$ cat config.mk
export PLATFORM = sky130hd
export DESIGN_NAME = tir_top
export DESIGN_NICKNAME = d
export VERILOG_FILES = /design/src/verilog/tir_pkg.sv /design/src/verilog/tir_top.sv
export SDC_FILE = /design/constraint.sdc
export NUM_CORES = 1
export LEC_CHECK = 0
export BUFFER_PORTS_ARGS = -buffer_cell sky130_fd_sc_hd__buf_2
export CAP_MARGIN = 20
export CORE_MARGIN = 2
export CORE_UTILIZATION = 50
export DETAILED_ROUTE_END_ITERATION = 12
export PLACE_DENSITY = 0.87
export SETUP_SLACK_MARGIN = 0.2
export SYNTH_ARGS = -nofsm -noshare
export SYNTH_HDL_FRONTEND = slang
export SYNTH_SLANG_ARGS = --single-unit
$ cat constraint.sdc
create_clock -name ref_clk -period 4.29 [get_ports ref_clk]
set_input_delay 0.858 -clock ref_clk [delete_from_list [all_inputs] [get_ports ref_clk]]
set_output_delay 0.858 -clock ref_clk [all_outputs]
set_load 0.005 [all_outputs]
$ cat src/verilog/tir_pkg.sv
/*
  Constants, register map and state layout of the timer interrupt request block.
  Assumes a plain strobe register port, one clock, and same-clock event pulses.
*/
package tir_pkg;
  localparam int ADDR_W = 8;
  localparam int DATA_W = 32;
  localparam int NCH = 4;
  localparam int ACC_W = 16;
  localparam int DIV_W = 6;
  localparam logic [ADDR_W-1:0] OFF_CHAN_EN = 8'h00;
  localparam logic [ADDR_W-1:0] OFF_CHAN_FLAG = 8'h04;
  localparam logic [ADDR_W-1:0] OFF_ACC_CTL = 8'h08;
  localparam logic [ADDR_W-1:0] OFF_OVF_FLAG = 8'h0c;
  localparam logic [ADDR_W-1:0] OFF_ACC_CNT = 8'h10;
  localparam int CTL_W = 6;
  localparam int CTL_AI_IE = 0;
  localparam int CTL_AO_IE = 1;
  localparam int CTL_CO_IE = 2;
  localparam int CTL_GATED = 3;
  localparam int CTL_POL = 4;
  localparam int CTL_ACC_EN = 5;
  localparam int FLG_W = 3;
  localparam int FLG_AI = 0;
  localparam int FLG_AO = 1;
  localparam int FLG_CO = 2;
  localparam logic [ACC_W-1:0] ACC_MAX = 16'hffff;
  localparam logic [ACC_W-1:0] ACC_ZERO = 16'h0000;
  localparam logic [DIV_W-1:0] DIV_LAST = 6'h3f;
  localparam logic [DIV_W-1:0] DIV_ONE = 6'h01;
  localparam logic [ACC_W-1:0] ACC_ONE = 16'h0001;
  localparam logic [DATA_W-1:0] RD_ZERO = 32'h0000_0000;

  typedef struct packed {
    logic [NCH-1:0] chan;
    logic acc_in;
    logic acc_ovf;
    logic cnt_ovf;
  } tir_req_t;

  typedef struct packed {
    logic [NCH-1:0] chan_en;
    logic [NCH-1:0] chan_flag;
    logic [CTL_W-1:0] ctl;
    logic [FLG_W-1:0] ovf_flag;
    logic [ACC_W-1:0] acc_cnt;
    logic [DIV_W-1:0] div_cnt;
    logic pin_sync1;
    logic pin_sync2;
    logic pin_prev;
    tir_req_t req;
    logic irq;
    logic [DATA_W-1:0] rdata;
  } tir_state_t;

  localparam tir_state_t ST_RESET = '0;
endpackage : tir_pkg

$ cat src/verilog/tir_top.sv
/*
  Interrupt request generation for four capture/compare channels, the pulse
  accumulator and the main counter overflow, with the accumulator itself.
  Assumes channel and counter overflow events are one-cycle pulses on ref_clk;
  the accumulator pin is asynchronous and is synchronised here.
*/
// Local design decisions: the address map and the strobed register port.
`timescale 1ns/1ps
module tir_top (
  input wire logic ref_clk,
  input wire logic rst,
  input wire logic clk_en,
  input wire logic [tir_pkg::ADDR_W-1:0] addr,
  input wire logic [tir_pkg::DATA_W-1:0] wdata,
  input wire logic wr_stb,
  input wire logic rd_stb,
  output logic [tir_pkg::DATA_W-1:0] rdata,
  input wire logic [tir_pkg::NCH-1:0] chan_event,
  input wire logic counter_overflow_evt,
  input wire logic accum_input_pin,
  output tir_pkg::tir_req_t req,
  output logic irq
);
  tir_pkg::tir_state_t s_ff;
  tir_pkg::tir_state_t nxt_s;
  logic act;
  logic act_prev;
  logic sel_edge;
  logic trail_edge;
  logic div_tick;
  logic acc_inc;
  logic ai_evt;
  logic ao_evt;
  logic wr_chan_flag;
  logic wr_ovf_flag;
  logic wr_cnt;

  always_comb begin
    nxt_s = s_ff;
    // Second stage alone feeds the edge logic
    nxt_s.pin_sync1 = accum_input_pin;
    nxt_s.pin_sync2 = s_ff.pin_sync1;
    nxt_s.pin_prev = s_ff.pin_sync2;
    act = s_ff.ctl[tir_pkg::CTL_POL] ? s_ff.pin_sync2 : ~s_ff.pin_sync2;
    act_prev = s_ff.ctl[tir_pkg::CTL_POL] ? s_ff.pin_prev : ~s_ff.pin_prev;
    sel_edge = act & ~act_prev;
    trail_edge = ~act & act_prev;
    // Divide-by-64 runs free while enabled, so gate phase is not aligned
    div_tick = s_ff.div_cnt == tir_pkg::DIV_LAST;
    if (s_ff.ctl[tir_pkg::CTL_ACC_EN]) begin
      nxt_s.div_cnt = s_ff.div_cnt + tir_pkg::DIV_ONE;
    end
    acc_inc = s_ff.ctl[tir_pkg::CTL_ACC_EN] &
              (s_ff.ctl[tir_pkg::CTL_GATED] ? (div_tick & act) : sel_edge);
    ai_evt = s_ff.ctl[tir_pkg::CTL_ACC_EN] &
             (s_ff.ctl[tir_pkg::CTL_GATED] ? trail_edge : sel_edge);
    ao_evt = acc_inc & (s_ff.acc_cnt == tir_pkg::ACC_MAX);
    wr_chan_flag = wr_stb && (addr == tir_pkg::OFF_CHAN_FLAG);
    wr_ovf_flag = wr_stb && (addr == tir_pkg::OFF_OVF_FLAG);
    wr_cnt = wr_stb && (addr == tir_pkg::OFF_ACC_CNT);
    if (wr_stb && (addr == tir_pkg::OFF_CHAN_EN)) begin
      nxt_s.chan_en = wdata[tir_pkg::NCH-1:0];
    end else if (wr_stb && (addr == tir_pkg::OFF_ACC_CTL)) begin
      nxt_s.ctl = wdata[tir_pkg::CTL_W-1:0];
    end
    // Software write takes the counter over a same-cycle increment
    if (wr_cnt) begin
      nxt_s.acc_cnt = wdata[tir_pkg::ACC_W-1:0];
    end else if (acc_inc) begin
      nxt_s.acc_cnt = s_ff.acc_cnt + tir_pkg::ACC_ONE;
    end
    // Set wins over a same-cycle clear so no event is lost
    nxt_s.chan_flag = (s_ff.chan_flag &
                       ~(wr_chan_flag ? wdata[tir_pkg::NCH-1:0] : '0)) | chan_event;
    nxt_s.ovf_flag = (s_ff.ovf_flag &
                      ~(wr_ovf_flag ? wdata[tir_pkg::FLG_W-1:0] : '0)) |
                     {counter_overflow_evt, ao_evt, ai_evt};
    // Requests from next values so outputs match the registered flags
    nxt_s.req.chan = nxt_s.chan_flag & nxt_s.chan_en;
    nxt_s.req.acc_in = nxt_s.ovf_flag[tir_pkg::FLG_AI] &
                       nxt_s.ctl[tir_pkg::CTL_AI_IE];
    nxt_s.req.acc_ovf = nxt_s.ovf_flag[tir_pkg::FLG_AO] &
                        nxt_s.ctl[tir_pkg::CTL_AO_IE];
    nxt_s.req.cnt_ovf = nxt_s.ovf_flag[tir_pkg::FLG_CO] &
                        nxt_s.ctl[tir_pkg::CTL_CO_IE];
    nxt_s.irq = |nxt_s.req;
    nxt_s.rdata = tir_pkg::RD_ZERO;
    if (rd_stb) begin
      if (addr == tir_pkg::OFF_CHAN_EN) begin
        nxt_s.rdata[tir_pkg::NCH-1:0] = s_ff.chan_en;
      end else if (addr == tir_pkg::OFF_CHAN_FLAG) begin
        nxt_s.rdata[tir_pkg::NCH-1:0] = s_ff.chan_flag;
      end else if (addr == tir_pkg::OFF_ACC_CTL) begin
        nxt_s.rdata[tir_pkg::CTL_W-1:0] = s_ff.ctl;
      end else if (addr == tir_pkg::OFF_OVF_FLAG) begin
        nxt_s.rdata[tir_pkg::FLG_W-1:0] = s_ff.ovf_flag;
      end else if (addr == tir_pkg::OFF_ACC_CNT) begin
        nxt_s.rdata[tir_pkg::ACC_W-1:0] = s_ff.acc_cnt;
      end
    end
  end

  always_ff @(posedge ref_clk) begin
    if (rst) begin
      s_ff <= tir_pkg::ST_RESET;
    end else if (clk_en) begin
      s_ff <= nxt_s;
    end
  end

  assign rdata = s_ff.rdata;
  assign req = s_ff.req;
  assign irq = s_ff.irq;

  property p_chan_level;
    @(posedge ref_clk) disable iff (rst)
      s_ff.req.chan == (s_ff.chan_flag & s_ff.chan_en);
  endproperty
  a_chan_level: assert property (p_chan_level) else $error("channel request mismatch");

  property p_chan_set;
    @(posedge ref_clk) disable iff (rst)
      clk_en && chan_event[0] && s_ff.chan_en[0] && !wr_stb |=> s_ff.req.chan[0];
  endproperty
  a_chan_set: assert property (p_chan_set) else $error("channel event lost");

  property p_ai_req;
    @(posedge ref_clk) disable iff (rst)
      clk_en && ai_evt && s_ff.ctl[tir_pkg::CTL_AI_IE] && !wr_stb |=> req.acc_in && irq;
  endproperty
  a_ai_req: assert property (p_ai_req) else $error("input request missing");

  property p_gate_trail;
    @(posedge ref_clk) disable iff (rst)
      clk_en && s_ff.ctl[tir_pkg::CTL_ACC_EN] && s_ff.ctl[tir_pkg::CTL_GATED] &&
      trail_edge && !wr_stb |=> s_ff.ovf_flag[tir_pkg::FLG_AI];
  endproperty
  a_gate_trail: assert property (p_gate_trail) else $error("trailing edge missed");

  property p_ao_wrap;
    @(posedge ref_clk) disable iff (rst)
      clk_en && ao_evt && !wr_stb |=>
        s_ff.ovf_flag[tir_pkg::FLG_AO] && (s_ff.acc_cnt == tir_pkg::ACC_ZERO);
  endproperty
  a_ao_wrap: assert property (p_ao_wrap) else $error("overflow wrap wrong");

  property p_ao_req;
    @(posedge ref_clk) disable iff (rst)
      req.acc_ovf == (s_ff.ovf_flag[tir_pkg::FLG_AO] & s_ff.ctl[tir_pkg::CTL_AO_IE]);
  endproperty
  a_ao_req: assert property (p_ao_req) else $error("overflow request mismatch");

  property p_co_req;
    @(posedge ref_clk) disable iff (rst)
      clk_en && counter_overflow_evt && s_ff.ctl[tir_pkg::CTL_CO_IE] && !wr_stb
        |=> req.cnt_ovf [*2] or (req.cnt_ovf ##1 $past(wr_stb));
  endproperty
  a_co_req: assert property (p_co_req) else $error("counter request missing");

  property p_zero_ignored;
    @(posedge ref_clk) disable iff (rst)
      clk_en && wr_ovf_flag && !wdata[tir_pkg::FLG_AO] && s_ff.ovf_flag[tir_pkg::FLG_AO]
        |=> s_ff.ovf_flag[tir_pkg::FLG_AO];
  endproperty
  a_zero_ignored: assert property (p_zero_ignored) else $error("zero write cleared");

  property p_one_clears;
    @(posedge ref_clk) disable iff (rst)
      clk_en && wr_ovf_flag && wdata[tir_pkg::FLG_AI] && !ai_evt
        |=> !s_ff.ovf_flag[tir_pkg::FLG_AI];
  endproperty
  a_one_clears: assert property (p_one_clears) else $error("one write kept flag");

  property p_irq_or;
    @(posedge ref_clk) disable iff (rst)
      irq == (|req);
  endproperty
  a_irq_or: assert property (p_irq_or) else $error("irq not or of requests");

  // Frozen cycles drop event pulses; sources must repeat them
  property p_freeze;
    @(posedge ref_clk) disable iff (rst)
      !clk_en |=> $stable(s_ff);
  endproperty
  a_freeze: assert property (p_freeze) else $error("state moved while frozen");

  property p_rd_once;
    @(posedge ref_clk) disable iff (rst)
      clk_en && !rd_stb |=> rdata == tir_pkg::RD_ZERO;
  endproperty
  a_rd_once: assert property (p_rd_once) else $error("read data stood too long");

  property p_edge_flag;
    @(posedge ref_clk) disable iff (rst)
      clk_en && s_ff.ctl[tir_pkg::CTL_ACC_EN] && !s_ff.ctl[tir_pkg::CTL_GATED] &&
      sel_edge && !wr_stb |=> s_ff.ovf_flag[tir_pkg::FLG_AI];
  endproperty
  a_edge_flag: assert property (p_edge_flag) else $error("selected edge missed");

  property p_co_flag;
    @(posedge ref_clk) disable iff (rst)
      clk_en && counter_overflow_evt |=> s_ff.ovf_flag[tir_pkg::FLG_CO];
  endproperty
  a_co_flag: assert property (p_co_flag) else $error("counter overflow flag lost");

  property p_acc_idle;
    @(posedge ref_clk) disable iff (rst)
      clk_en && !s_ff.ctl[tir_pkg::CTL_ACC_EN] && !wr_stb |=> $stable(s_ff.acc_cnt);
  endproperty
  a_acc_idle: assert property (p_acc_idle) else $error("idle accumulator moved");

  c_chan: cover property (@(posedge ref_clk) disable iff (rst) req.chan[3] ##1 !req.chan[3]);
  c_wrap: cover property (@(posedge ref_clk) disable iff (rst) clk_en && ao_evt);
  c_trail: cover property (@(posedge ref_clk) disable iff (rst)
    clk_en && s_ff.ctl[tir_pkg::CTL_GATED] && ai_evt);
  c_edge: cover property (@(posedge ref_clk) disable iff (rst)
    clk_en && !s_ff.ctl[tir_pkg::CTL_GATED] && ai_evt);
  c_cnt_ovf: cover property (@(posedge ref_clk) disable iff (rst) req.cnt_ovf && irq);
endmodule : tir_top
==> summary.md, run 1 <==
| Metric | Value |
|---|---|
| Grt ovf | `0` |
| # IOs | `91` |
| Fraction of registers with async set/reset | `0` |
| Pin count of the biggest net entering global routing | `66` |
| Post-CTS Setup Bufs | `0` |
| Power, Total | `1360 uW` |
| Startpoint types | `input port` |
| Avg Cell Area, Syn | `7.72 sq um` |
| CP delay by family, top | `compound AO/OA/AOI/OAI gates` |
| Register area | `1320 sq um` |
| Yosys reg bits | `66` |
| Post-synthesis instance total | `485` |
| Buf+Inv Stages, Crit Path | `2` |
| Post-synth EDFFs | `0` |
| Top-area cell type share of the netlist area | `0.353` |
| Final worst path period share | `0.616` |
| Crit path max fanout | `29` |
| Drt pass-1 iters | `7` |
| Synth area leaders | `dfxtp_1 (35%), buf_4 (7.8%), a21oi_1 (6.8%), nor2_1 (6.3%), mux2i_1 (4.8%)` |
| Outcome | `completed` |
| Max-cap violation count | `0` |
| Layout Nets | `557` |
| IR Drop Worst-Case VDD | `196 uV` |
| Initial antenna violation count | `0` |
| Fraction of layout cells with a size suffix above 1 | `0.173` |
| Die W | `90.6 um` |
| Max-slew headroom | `0.514` |
| Routed len/inst | `14.9 um` |
| Crit-path max cell delay | `530 ps` |
| Post-CTS resize count | `0` |
| Post-Route WL | `9080 um` |
| Num CTS Buffers | `9` |
| Detail Route Antenna Nets | `0` |
| CTS tree | `yes` |
| Top-count cell post-synth | `dfxtp_1` |
| Synth top cells by count | `dfxtp_1 (66), nor2_1 (63), a21oi_1 (51)` |
| Final Hold Vio Count | `0` |
| Slowest CP cell | `o21a_1` |
| CP required | `4560 ps` |
| Final worst path period need | `2640 ps` |
| Critical path type | `input port to flop` |
| Hold_ws | `464 ps` |
| Critical path endpoint category | `flop` |
| Synth area leader | `dfxtp_1` |
| Slew Viols, Final | `0` |
| Cell Area, Synth | `3750 sq um` |
| Finished Core Util | `0.562` |
| Filler cells | `672` |
| RSZ-0062 raised after global routing | `no` |
| Gpl congestion | `0.893` |
| Clk_skew | `19.2 ps` |
| Top_reg_cell synth | `dfxtp_1` |
| Worst-path cell chain | `buf_2, nor3b_1, and4_1, buf_4, o21a_1, a21oi_1, a211oi_1` |
| Area growth from synthesis to layout | `8.75%` |
| Root Buffer | `clkbuf_8` |
| Leakage | `0.00162 uW` |
| Core Region | `7250 sq um` |
| Global Route Usage Sum | `0.224` |
| Vias in the first global route | `3,228` |
| Setup violators final | `0` |
| DRC viols | `0` |
| IO buf count | `58` |
| Pwr dens | `334 nW/um^2` |
| CTS clk-pin slew, worst paths | `90 ps` |
| DR vias/cell | `5.75` |
| Worst Path Arrival | `2920 ps` |
| Synthesis Warnings | `0` |
| HP Class | `flop to flop` |
| Fmax | `378 MHz` |
| DIE HEIGHT | `90.6 um` |
| Initial Util | `0.516` |
| Global-route wire length before repair | `15,000 um` |
| Unique masters post-synth | `55` |
| R2R Setup Slk | `2090 ps` |
| # rows | `31` |
| DPL Wire Length | `6020 um` |
| DRC violation total after the first TritonRoute iteration | `277` |
| Post-cts hold buffer count | `0` |
| CTS Buffer Depth | `2` |
| H-tree levels | `3` |
| Clk sink count | `66` |
| Sequential share of the synthesized area | `0.353` |
| Clk_lat worst skew | `360 ps` |
| Ant. Diodes | `0` |
| Multi-input gate area | `2010 sq um` |
| Die area | `8200 sq um` |
| Setup TNS | `0 ps` |
| Worst Tran Pin Value | `727 ps` |
| Vias | `3,494` |
cells by family (layout without fill, tap and decap cells):
| logic type | count (synthesis) | after routing | synth area share |
|---|---|---|---|
| adders and majority gates | 2 | 2 | 0.00668 |
| other | 1 | 16 | 0.00100 |
| xor gates and xnor gates | 6 | 6 | 0.0140 |
| DFF | 66 | 66 | 0.353 |
| muxes | 18 | 18 | 0.0481 |
| buffers and inverters | 81 | 90 | 0.126 |
| and+or+nand+nor | 189 | 189 | 0.259 |
| AOI/OAI and AO/OA | 122 | 122 | 0.193 |
worst min-delay path: cells and delay by family (launching register included):
| family | cells | cell delay (ps) |
|---|---|---|
| flip-flops | 1 | 310 |
| AO/OA/AOI/OAI | 1 | 50 |
| AND/OR/NAND/NOR | 1 | 60 |
cells in the final DEF (no fill, tap or decap), drive strengths merged, types with 3 or more instances in the layout:
cell,n
nand2b,8
inv,12
dfxtp,66
nor2b,18
a211oi,7
buf,62
xor2,3
mux2i,18
clkinv,3
o21ai,26
nand2,34
o31ai,5
xnor2,3
o22ai,6
nor3,9
bufinv,3
and2,5
a31oi,8
nand4,13
conb,16
a21oi,51
clkbuf,9
o2111ai,3
nor2,63
nand3,21
and3,5
path summary, 6_finish.rpt:
path	startpoint	to	cells past startpoint
worst max-delay path	addr[4]	s_ff[57]$_SDFFE_PP0P_	7
worst min-delay path	rdata[2]$_SDFFE_PP0P_	rdata[2]$_SDFFE_PP0P_	2
worst max register to register	s_ff[50]$_SDFFE_PP0P_	s_ff[63]$_SDFFE_PP0P_	7
worst min register to register	rdata[2]$_SDFFE_PP0P_	rdata[2]$_SDFFE_PP0P_	2
stage by stage:
| step | instance area (sq um) | setup WS (ps) | instances |
|---|---|---|---|
| after CTS | 4050 | 1730 | 607 |
| after global placement | 3810 | 1420 | 591 |
| after floorplan | 3800 | 2070 | 500 |
| after global routing | 4070 | 1510 | 608 |
| after detailed placement | 3810 | 1360 | 591 |
| final | 4070 | 1650 | 608 |
area by class of cell:
class,count,share of cell area
multi-input cells,353,0.494
flip-flops and latches,66,0.324
repair buffers,62,0.0817
clock buffers,9,0.0304
well taps,99,0.0304
clock inverters,7,0.0286
inverters,12,0.0111
flip-flops by register name, summed over array words and instances (netlist names):
signal and flops:
rdata 16, s_ff 40, nxt_s 2, irq 1
req 7
power by group:
| part | internal, uW | total (uW) | switching [uW] |
|---|---|---|---|
| combinational | 32.9 | 92.8 | 59.8 |
| sequential | 620 | 626 | 5.92 |
| clock | 386 | 644 | 258 |
per-layer routing:
layer / track usage / wire, um / part of all wire / vias up
met4: 0.0910 / 189 / 0.021 / 0
met1: 0.286 / 3960 / 0.44 / 1640
met5: 0 / 0 / 0 / -
li1: - / - / - / 1688
met2: 0.362 / 4310 / 0.47 / 146
met3: 0.0551 / 619 / 0.068 / 20
Note: power is estimated with default switching activity, not from simulation.
==> run 2: changes to the inputs <==
--- a/config.mk
+++ b/config.mk
@@ -8,9 +8,9 @@
 export BUFFER_PORTS_ARGS = -buffer_cell sky130_fd_sc_hd__buf_2
 export CAP_MARGIN = 20
 export CORE_MARGIN = 2
-export CORE_UTILIZATION = 50
+export CORE_UTILIZATION = 49
 export DETAILED_ROUTE_END_ITERATION = 12
-export PLACE_DENSITY = 0.87
+export PLACE_DENSITY = 0.89
 export SETUP_SLACK_MARGIN = 0.2
 export SYNTH_ARGS = -nofsm -noshare
 export SYNTH_HDL_FRONTEND = slang
==> constraint.sdc (replaced) <==
create_clock -name ref_clk -period 2.4 [get_ports ref_clk]
set_input_delay 0.48 -clock ref_clk [delete_from_list [all_inputs] [get_ports ref_clk]]
set_output_delay 0.48 -clock ref_clk [all_outputs]
set_load 0.005 [all_outputs]
==> run 2 against run 1 <==
Net effect:
- count of clock-buffer cells in the layout grew 3
- register-to-register slack lost 1800 ps
- core utilization grew 0.81 points
- first-iteration DRC count grew 42%
- power grew 75%
- non-clock buffer count grew 13
- cell count grew 1.8%
- sequential share of layout area shrank 0.80 points
- critical path type is now flop to flop
- routed wire length grew 3.3%
==> summary.md, run 2 (synthesis gave the netlist of run 1 again) <==
| Metric | Value |
|---|---|
| Outcome | `completed` |
| Global-route wire length before repair | `15,800 um` |
| # rows | `31` |
| Setup TNS | `0 ps` |
| CTS Buffer Depth | `2` |
| Worst Tran Pin Value | `728 ps` |
| CTS tree | `yes` |
| CTS clk-pin slew, worst paths | `70 ps` |
| Area growth from synthesis to layout | `11.5%` |
| DIE HEIGHT | `91.4 um` |
| Clk_lat worst skew | `350 ps` |
| Placed Cells | `603` |
| CP required | `2670 ps` |
| IR Drop Worst-Case VDD | `291 uV` |
| Vias in the first global route | `3,329` |
| Detail Route Antenna Nets | `0` |
| Layout Nets | `570` |
| Clk sink count | `66` |
| HP Class | `input port to flop` |
| Drt pass-1 iters | `5` |
| Fraction of layout cells with a size suffix above 1 | `0.198` |
| DRC violation total after the first TritonRoute iteration | `394` |
| Pin count of the biggest net entering global routing | `38` |
| Max-cap violation count | `0` |
| Num CTS Buffers | `9` |
| Fmax | `477 MHz` |
| Filler cells | `637` |
| Vias | `3,505` |
| Power, Total | `2390 uW` |
| Grt ovf | `0` |
| Die W | `91.4 um` |
| Worst Path Arrival | `2370 ps` |
| Most flops, register | `s_ff` |
| Most frequent cells in the layout | `dfxtp_1 (66), nor2_1 (62), buf_2 (58)` |
| H-tree levels | `3` |
| Die area | `8360 sq um` |
| Initial antenna violation count | `0` |
| Startpoint types | `flop` |
| Final Hold Vio Count | `0` |
| Placement Setup Slack | `147 ps` |
| Post-Route WL | `9380 um` |
| Post-cts hold buffer count | `0` |
| Critical path type | `flop to flop` |
| Setup violators final | `0` |
| DPL Wire Length | `6520 um` |
| Leakage | `0.00168 uW` |
| Worst Setup Slack, final | `304 ps` |
| Commonest non-fill, non-tap cell in the layout | `dfxtp_1` |
| Root Buffer | `clkbuf_8` |
| Critical path endpoint category | `flop` |
| Final worst path period share | `0.873` |
| Initial Util | `0.511` |
| DRC viols | `0` |
| Final std cells w/o fill | `619` |
| Routed len/inst | `15.2 um` |
| Pwr dens | `571 nW/um^2` |
| Largest register FFs | `40` |
| # IOs | `91` |
| Final worst path period need | `2100 ps` |
| Gpl congestion | `0.942` |
| Clk_skew | `7.37 ps` |
| Slew Viols, Final | `0` |
| Ant. Diodes | `0` |
| Global Route Usage Sum | `0.231` |
| RSZ-0062 raised after global routing | `yes` |
| Max-slew headroom | `0.515` |
| DR vias/cell | `5.66` |
| IO buf count | `58` |
| Core Region | `7330 sq um` |
| Crit path max fanout | `6` |
==> run 2: metal layers <==
layer | track usage | vias up | wire length, um
li1 | - | 1712 | -
met1 | 0.298 | 1624 | 4090
met2 | 0.382 | 150 | 4400
met3 | 0.0407 | 19 | 716
met4 | 0.0859 | 0 | 171
met5 | 0 | - | 0
==> run 2: where the power goes <==
group          internal [uW]  switching [uW]
clock                    659             435
sequential              1110            11.2
combinational           63.9             109
==> run 2: path summary, 6_finish.rpt <==
check | end | startpoint | cells past startpoint | slack [ps]
max reg2reg | s_ff[64]$_SDFFE_PP0P_ | s_ff[43]$_SDFFE_PP0P_ | 7 | 300
min reg2reg | rdata[5]$_SDFFE_PP0P_ | rdata[5]$_SDFFE_PP0P_ | 2 | 470
min | nxt_s[41]$_SDFFE_PP0P_ | accum_input_pin | 3 | 370
max | s_ff[64]$_SDFFE_PP0P_ | s_ff[43]$_SDFFE_PP0P_ | 7 | 300
==> run 2: through the flow <==
step                      utilization  hold slack, ps  area, sq um
after detailed placement        0.534             457         3920
after CTS                       0.565             366         4140
after global placement          0.534             456         3920
final                           0.570             365         4180
after floorplan                     -             447         3800
after global routing            0.570             375         4180
==> run 2: cell type report <==
cell class,instances,area (sq um),share of cell area
clock buffers,12,165,0.0395
clock inverters,2,60.1,0.0144
inverters,12,45.0,0.0108
multi-input cells,353,2030,0.486
flip-flops and latches,66,1320,0.316
well taps,99,124,0.0297
repair buffers,75,430,0.103
==> run 2: worst max-delay path: stages, from the launching register on <==
cell,delay (ps)
dfxtp_1,400
ha_1,190
nand4_1,90
nor4_1,300
a31o_2,240
nand4_1,130
or4b_1,480
a31oi_1,180
==> run 2: timing repair <==
| item | in CTS | in global routing |
|---|---|---|
| gates resized for setup | 0 | 5 |
| endpoints found under the setup margin | 0 | 9 |
| buffers inserted | 0 | 2 |
==> run 3: changes to the inputs <==
--- a/config.mk
+++ b/config.mk
@@ -10,7 +10,7 @@
 export CORE_MARGIN = 2
 export CORE_UTILIZATION = 49
 export DETAILED_ROUTE_END_ITERATION = 12
-export PLACE_DENSITY = 0.89
+export PLACE_DENSITY = 0.77
 export SETUP_SLACK_MARGIN = 0.2
 export SYNTH_ARGS = -nofsm -noshare
 export SYNTH_HDL_FRONTEND = slang
==> run 3 against run 2 <==
Net effect:
- die area is the same
- power is 0.50% lower
- critical path depth unchanged
- non-clock buffer count stayed put
- clock power about the same
- sequential cell count unchanged
- register-to-register slack improved by 30 ps
- sequential share of layout area about the same
- critical endpoint is now s_ff[63]$_SDFFE_PP0P_
- largest power group unchanged
==> summary.md, run 3 (synthesis gave the netlist of run 1 again) <==
| Metric | Value |
|---|---|
| Vias in the first global route | `3,216` |
| Gpl congestion | `0.910` |
| Max-slew headroom | `0.518` |
| Layout Nets | `570` |
| Initial antenna violation count | `0` |
| Final worst path period share | `0.862` |
| Worst Reg-to-Reg Cells | `7` |
| Most flops, register | `s_ff` |
| Clk_skew | `13.7 ps` |
| Area growth from synthesis to layout | `11.6%` |
| Fraction of layout cells with a size suffix above 1 | `0.197` |
| Root Buffer | `clkbuf_8` |
| Ant. Diodes | `0` |
| Grt ovf | `0` |
| DRC violation total after the first TritonRoute iteration | `336` |
| Setup TNS | `0 ps` |
| Post-cts hold buffer count | `0` |
| Global Route Usage Sum | `0.218` |
| Core Region | `7330 sq um` |
| Initial Util | `0.511` |
| Largest register FFs | `40` |
| Global-route wire length before repair | `14,800 um` |
| IO buf count | `58` |
| Final worst path period need | `2070 ps` |
| Worst Tran Pin Value | `718 ps` |
| DRC viols | `0` |
| Commonest non-fill, non-tap cell in the layout | `dfxtp_1` |
| CTS clk-pin slew, worst paths | `80 ps` |
| Max-cap violation count | `0` |
| Placed Cells | `604` |
| Pwr dens | `568 nW/um^2` |
| Setup violators final | `0` |
| WHS Endpoint | `nxt_s[41]$_SDFFE_PP0P_` |
| R2R Setup Slk | `330 ps` |
| Drt pass-1 iters | `5` |
| Outcome | `completed` |
| Most frequent cells in the layout | `dfxtp_1 (66), nor2_1 (62), buf_2 (58)` |
| CTS Buffer Depth | `2` |
| Multi-input gate area | `2030 sq um` |
| Leakage | `0.00169 uW` |
| Clk sink count | `66` |
| DPL Wire Length | `6480 um` |
| Startpoint types | `flop` |
| Num CTS Buffers | `9` |
| Vias | `3,480` |
| Crit path max fanout | `7` |
| Detail Route Antenna Nets | `0` |
| Register area | `1320 sq um` |
| Fmax | `483 MHz` |
| Filler cells | `692` |
| Worst Hold Depth | `3` |
| Clk_lat worst skew | `350 ps` |
| Routed len/inst | `14.9 um` |
| Critical path type | `flop to flop` |
| Die W | `91.4 um` |
| IR Drop Worst-Case VDD | `292 uV` |
| Hold wc startpoint | `accum_input_pin` |
| Final std cells w/o fill | `621` |
| DIE HEIGHT | `91.4 um` |
| Critical path endpoint category | `flop` |
| Reg2reg start | `s_ff[49]$_SDFFE_PP0P_` |
| # rows | `31` |
| DR vias/cell | `5.60` |
| CTS tree | `yes` |
| Worst Path Arrival | `2340 ps` |
| Die area | `8360 sq um` |
| RSZ-0062 raised after global routing | `no` |
| Pin count of the biggest net entering global routing | `44` |
| # IOs | `91` |
| Post-Route WL | `9250 um` |
| Final Hold Vio Count | `0` |
| Worst r2r dst | `s_ff[63]$_SDFFE_PP0P_` |
| CP required | `2670 ps` |
| HP Class | `input port to flop` |
| H-tree levels | `3` |
| Slew Viols, Final | `0` |
run 3: worst max path at each step:
stage / from / to / slack, ps
floorplan: s_ff[50]$_SDFFE_PP0P_ / s_ff[63]$_SDFFE_PP0P_ / 540
global placement: addr[1] / irq$_SDFFE_PP0P_ / 240
detailed placement: addr[1] / s_ff[58]$_SDFFE_PP0P_ / 230
CTS: s_ff[49]$_SDFFE_PP0P_ / s_ff[63]$_SDFFE_PP0P_ / 250
global route: s_ff[49]$_SDFFE_PP0P_ / s_ff[63]$_SDFFE_PP0P_ / 190
finish: s_ff[49]$_SDFFE_PP0P_ / s_ff[63]$_SDFFE_PP0P_ / 330
run 3: what timing repair did:
action | 4_1_cts | 5_1_grt
hold endpoints to repair | 0 | 0
setup endpoints to repair | 0 | 4
buffers inserted | 0 | 1
resized for setup | 0 | 4
run 3: where the power goes:
group / switching (uW) / total, uW / internal, uW
clock network: 441 / 1080 / 643
logic: 108 / 172 / 64.6
registers: 10.4 / 1120 / 1110
total: 559 / 2370 / 1820
run 3: through the flow:
stage               hold WS (ps)  cell area, sq um   util  power, uW  worst slack, ps
floorplan                    447              3800      -       1260              536
global placement             455              3920  0.535       1310              245
detailed placement           458              3920  0.535       1310              234
CTS                          370              4150  0.566       2390              246
global route                 398              4180  0.570       2460              191
finish                       378              4180  0.570       2370              330
run 3: layer usage:
metal  global-route usage  vias to the layer above  share of wire
met5                    0                        -              0
met4               0.0859                        0          0.014
met3               0.0415                       15          0.071
met2                0.349                      142           0.47
met1                0.289                     1610           0.44
li1                     -                     1713              -
run 3: critical path, stage by stage (launching register included):
cell and delay (ps):
dfxtp_1 400, ha_1 240, and3_2 260, nand4_4 160, nor2_2 130, nand4_1 140, or4b_1 500, a31oi_1 160
run 3: area by class of cell:
| type | instances | share of cell area |
|---|---|---|
| multi-input combinational | 353 | 0.486 |
| sequential | 66 | 0.316 |
| timing repair buffer | 75 | 0.103 |
| clock buffer | 12 | 0.0371 |
| tap | 99 | 0.0296 |
| clock inverter | 4 | 0.0177 |
| inverter | 12 | 0.0108 |
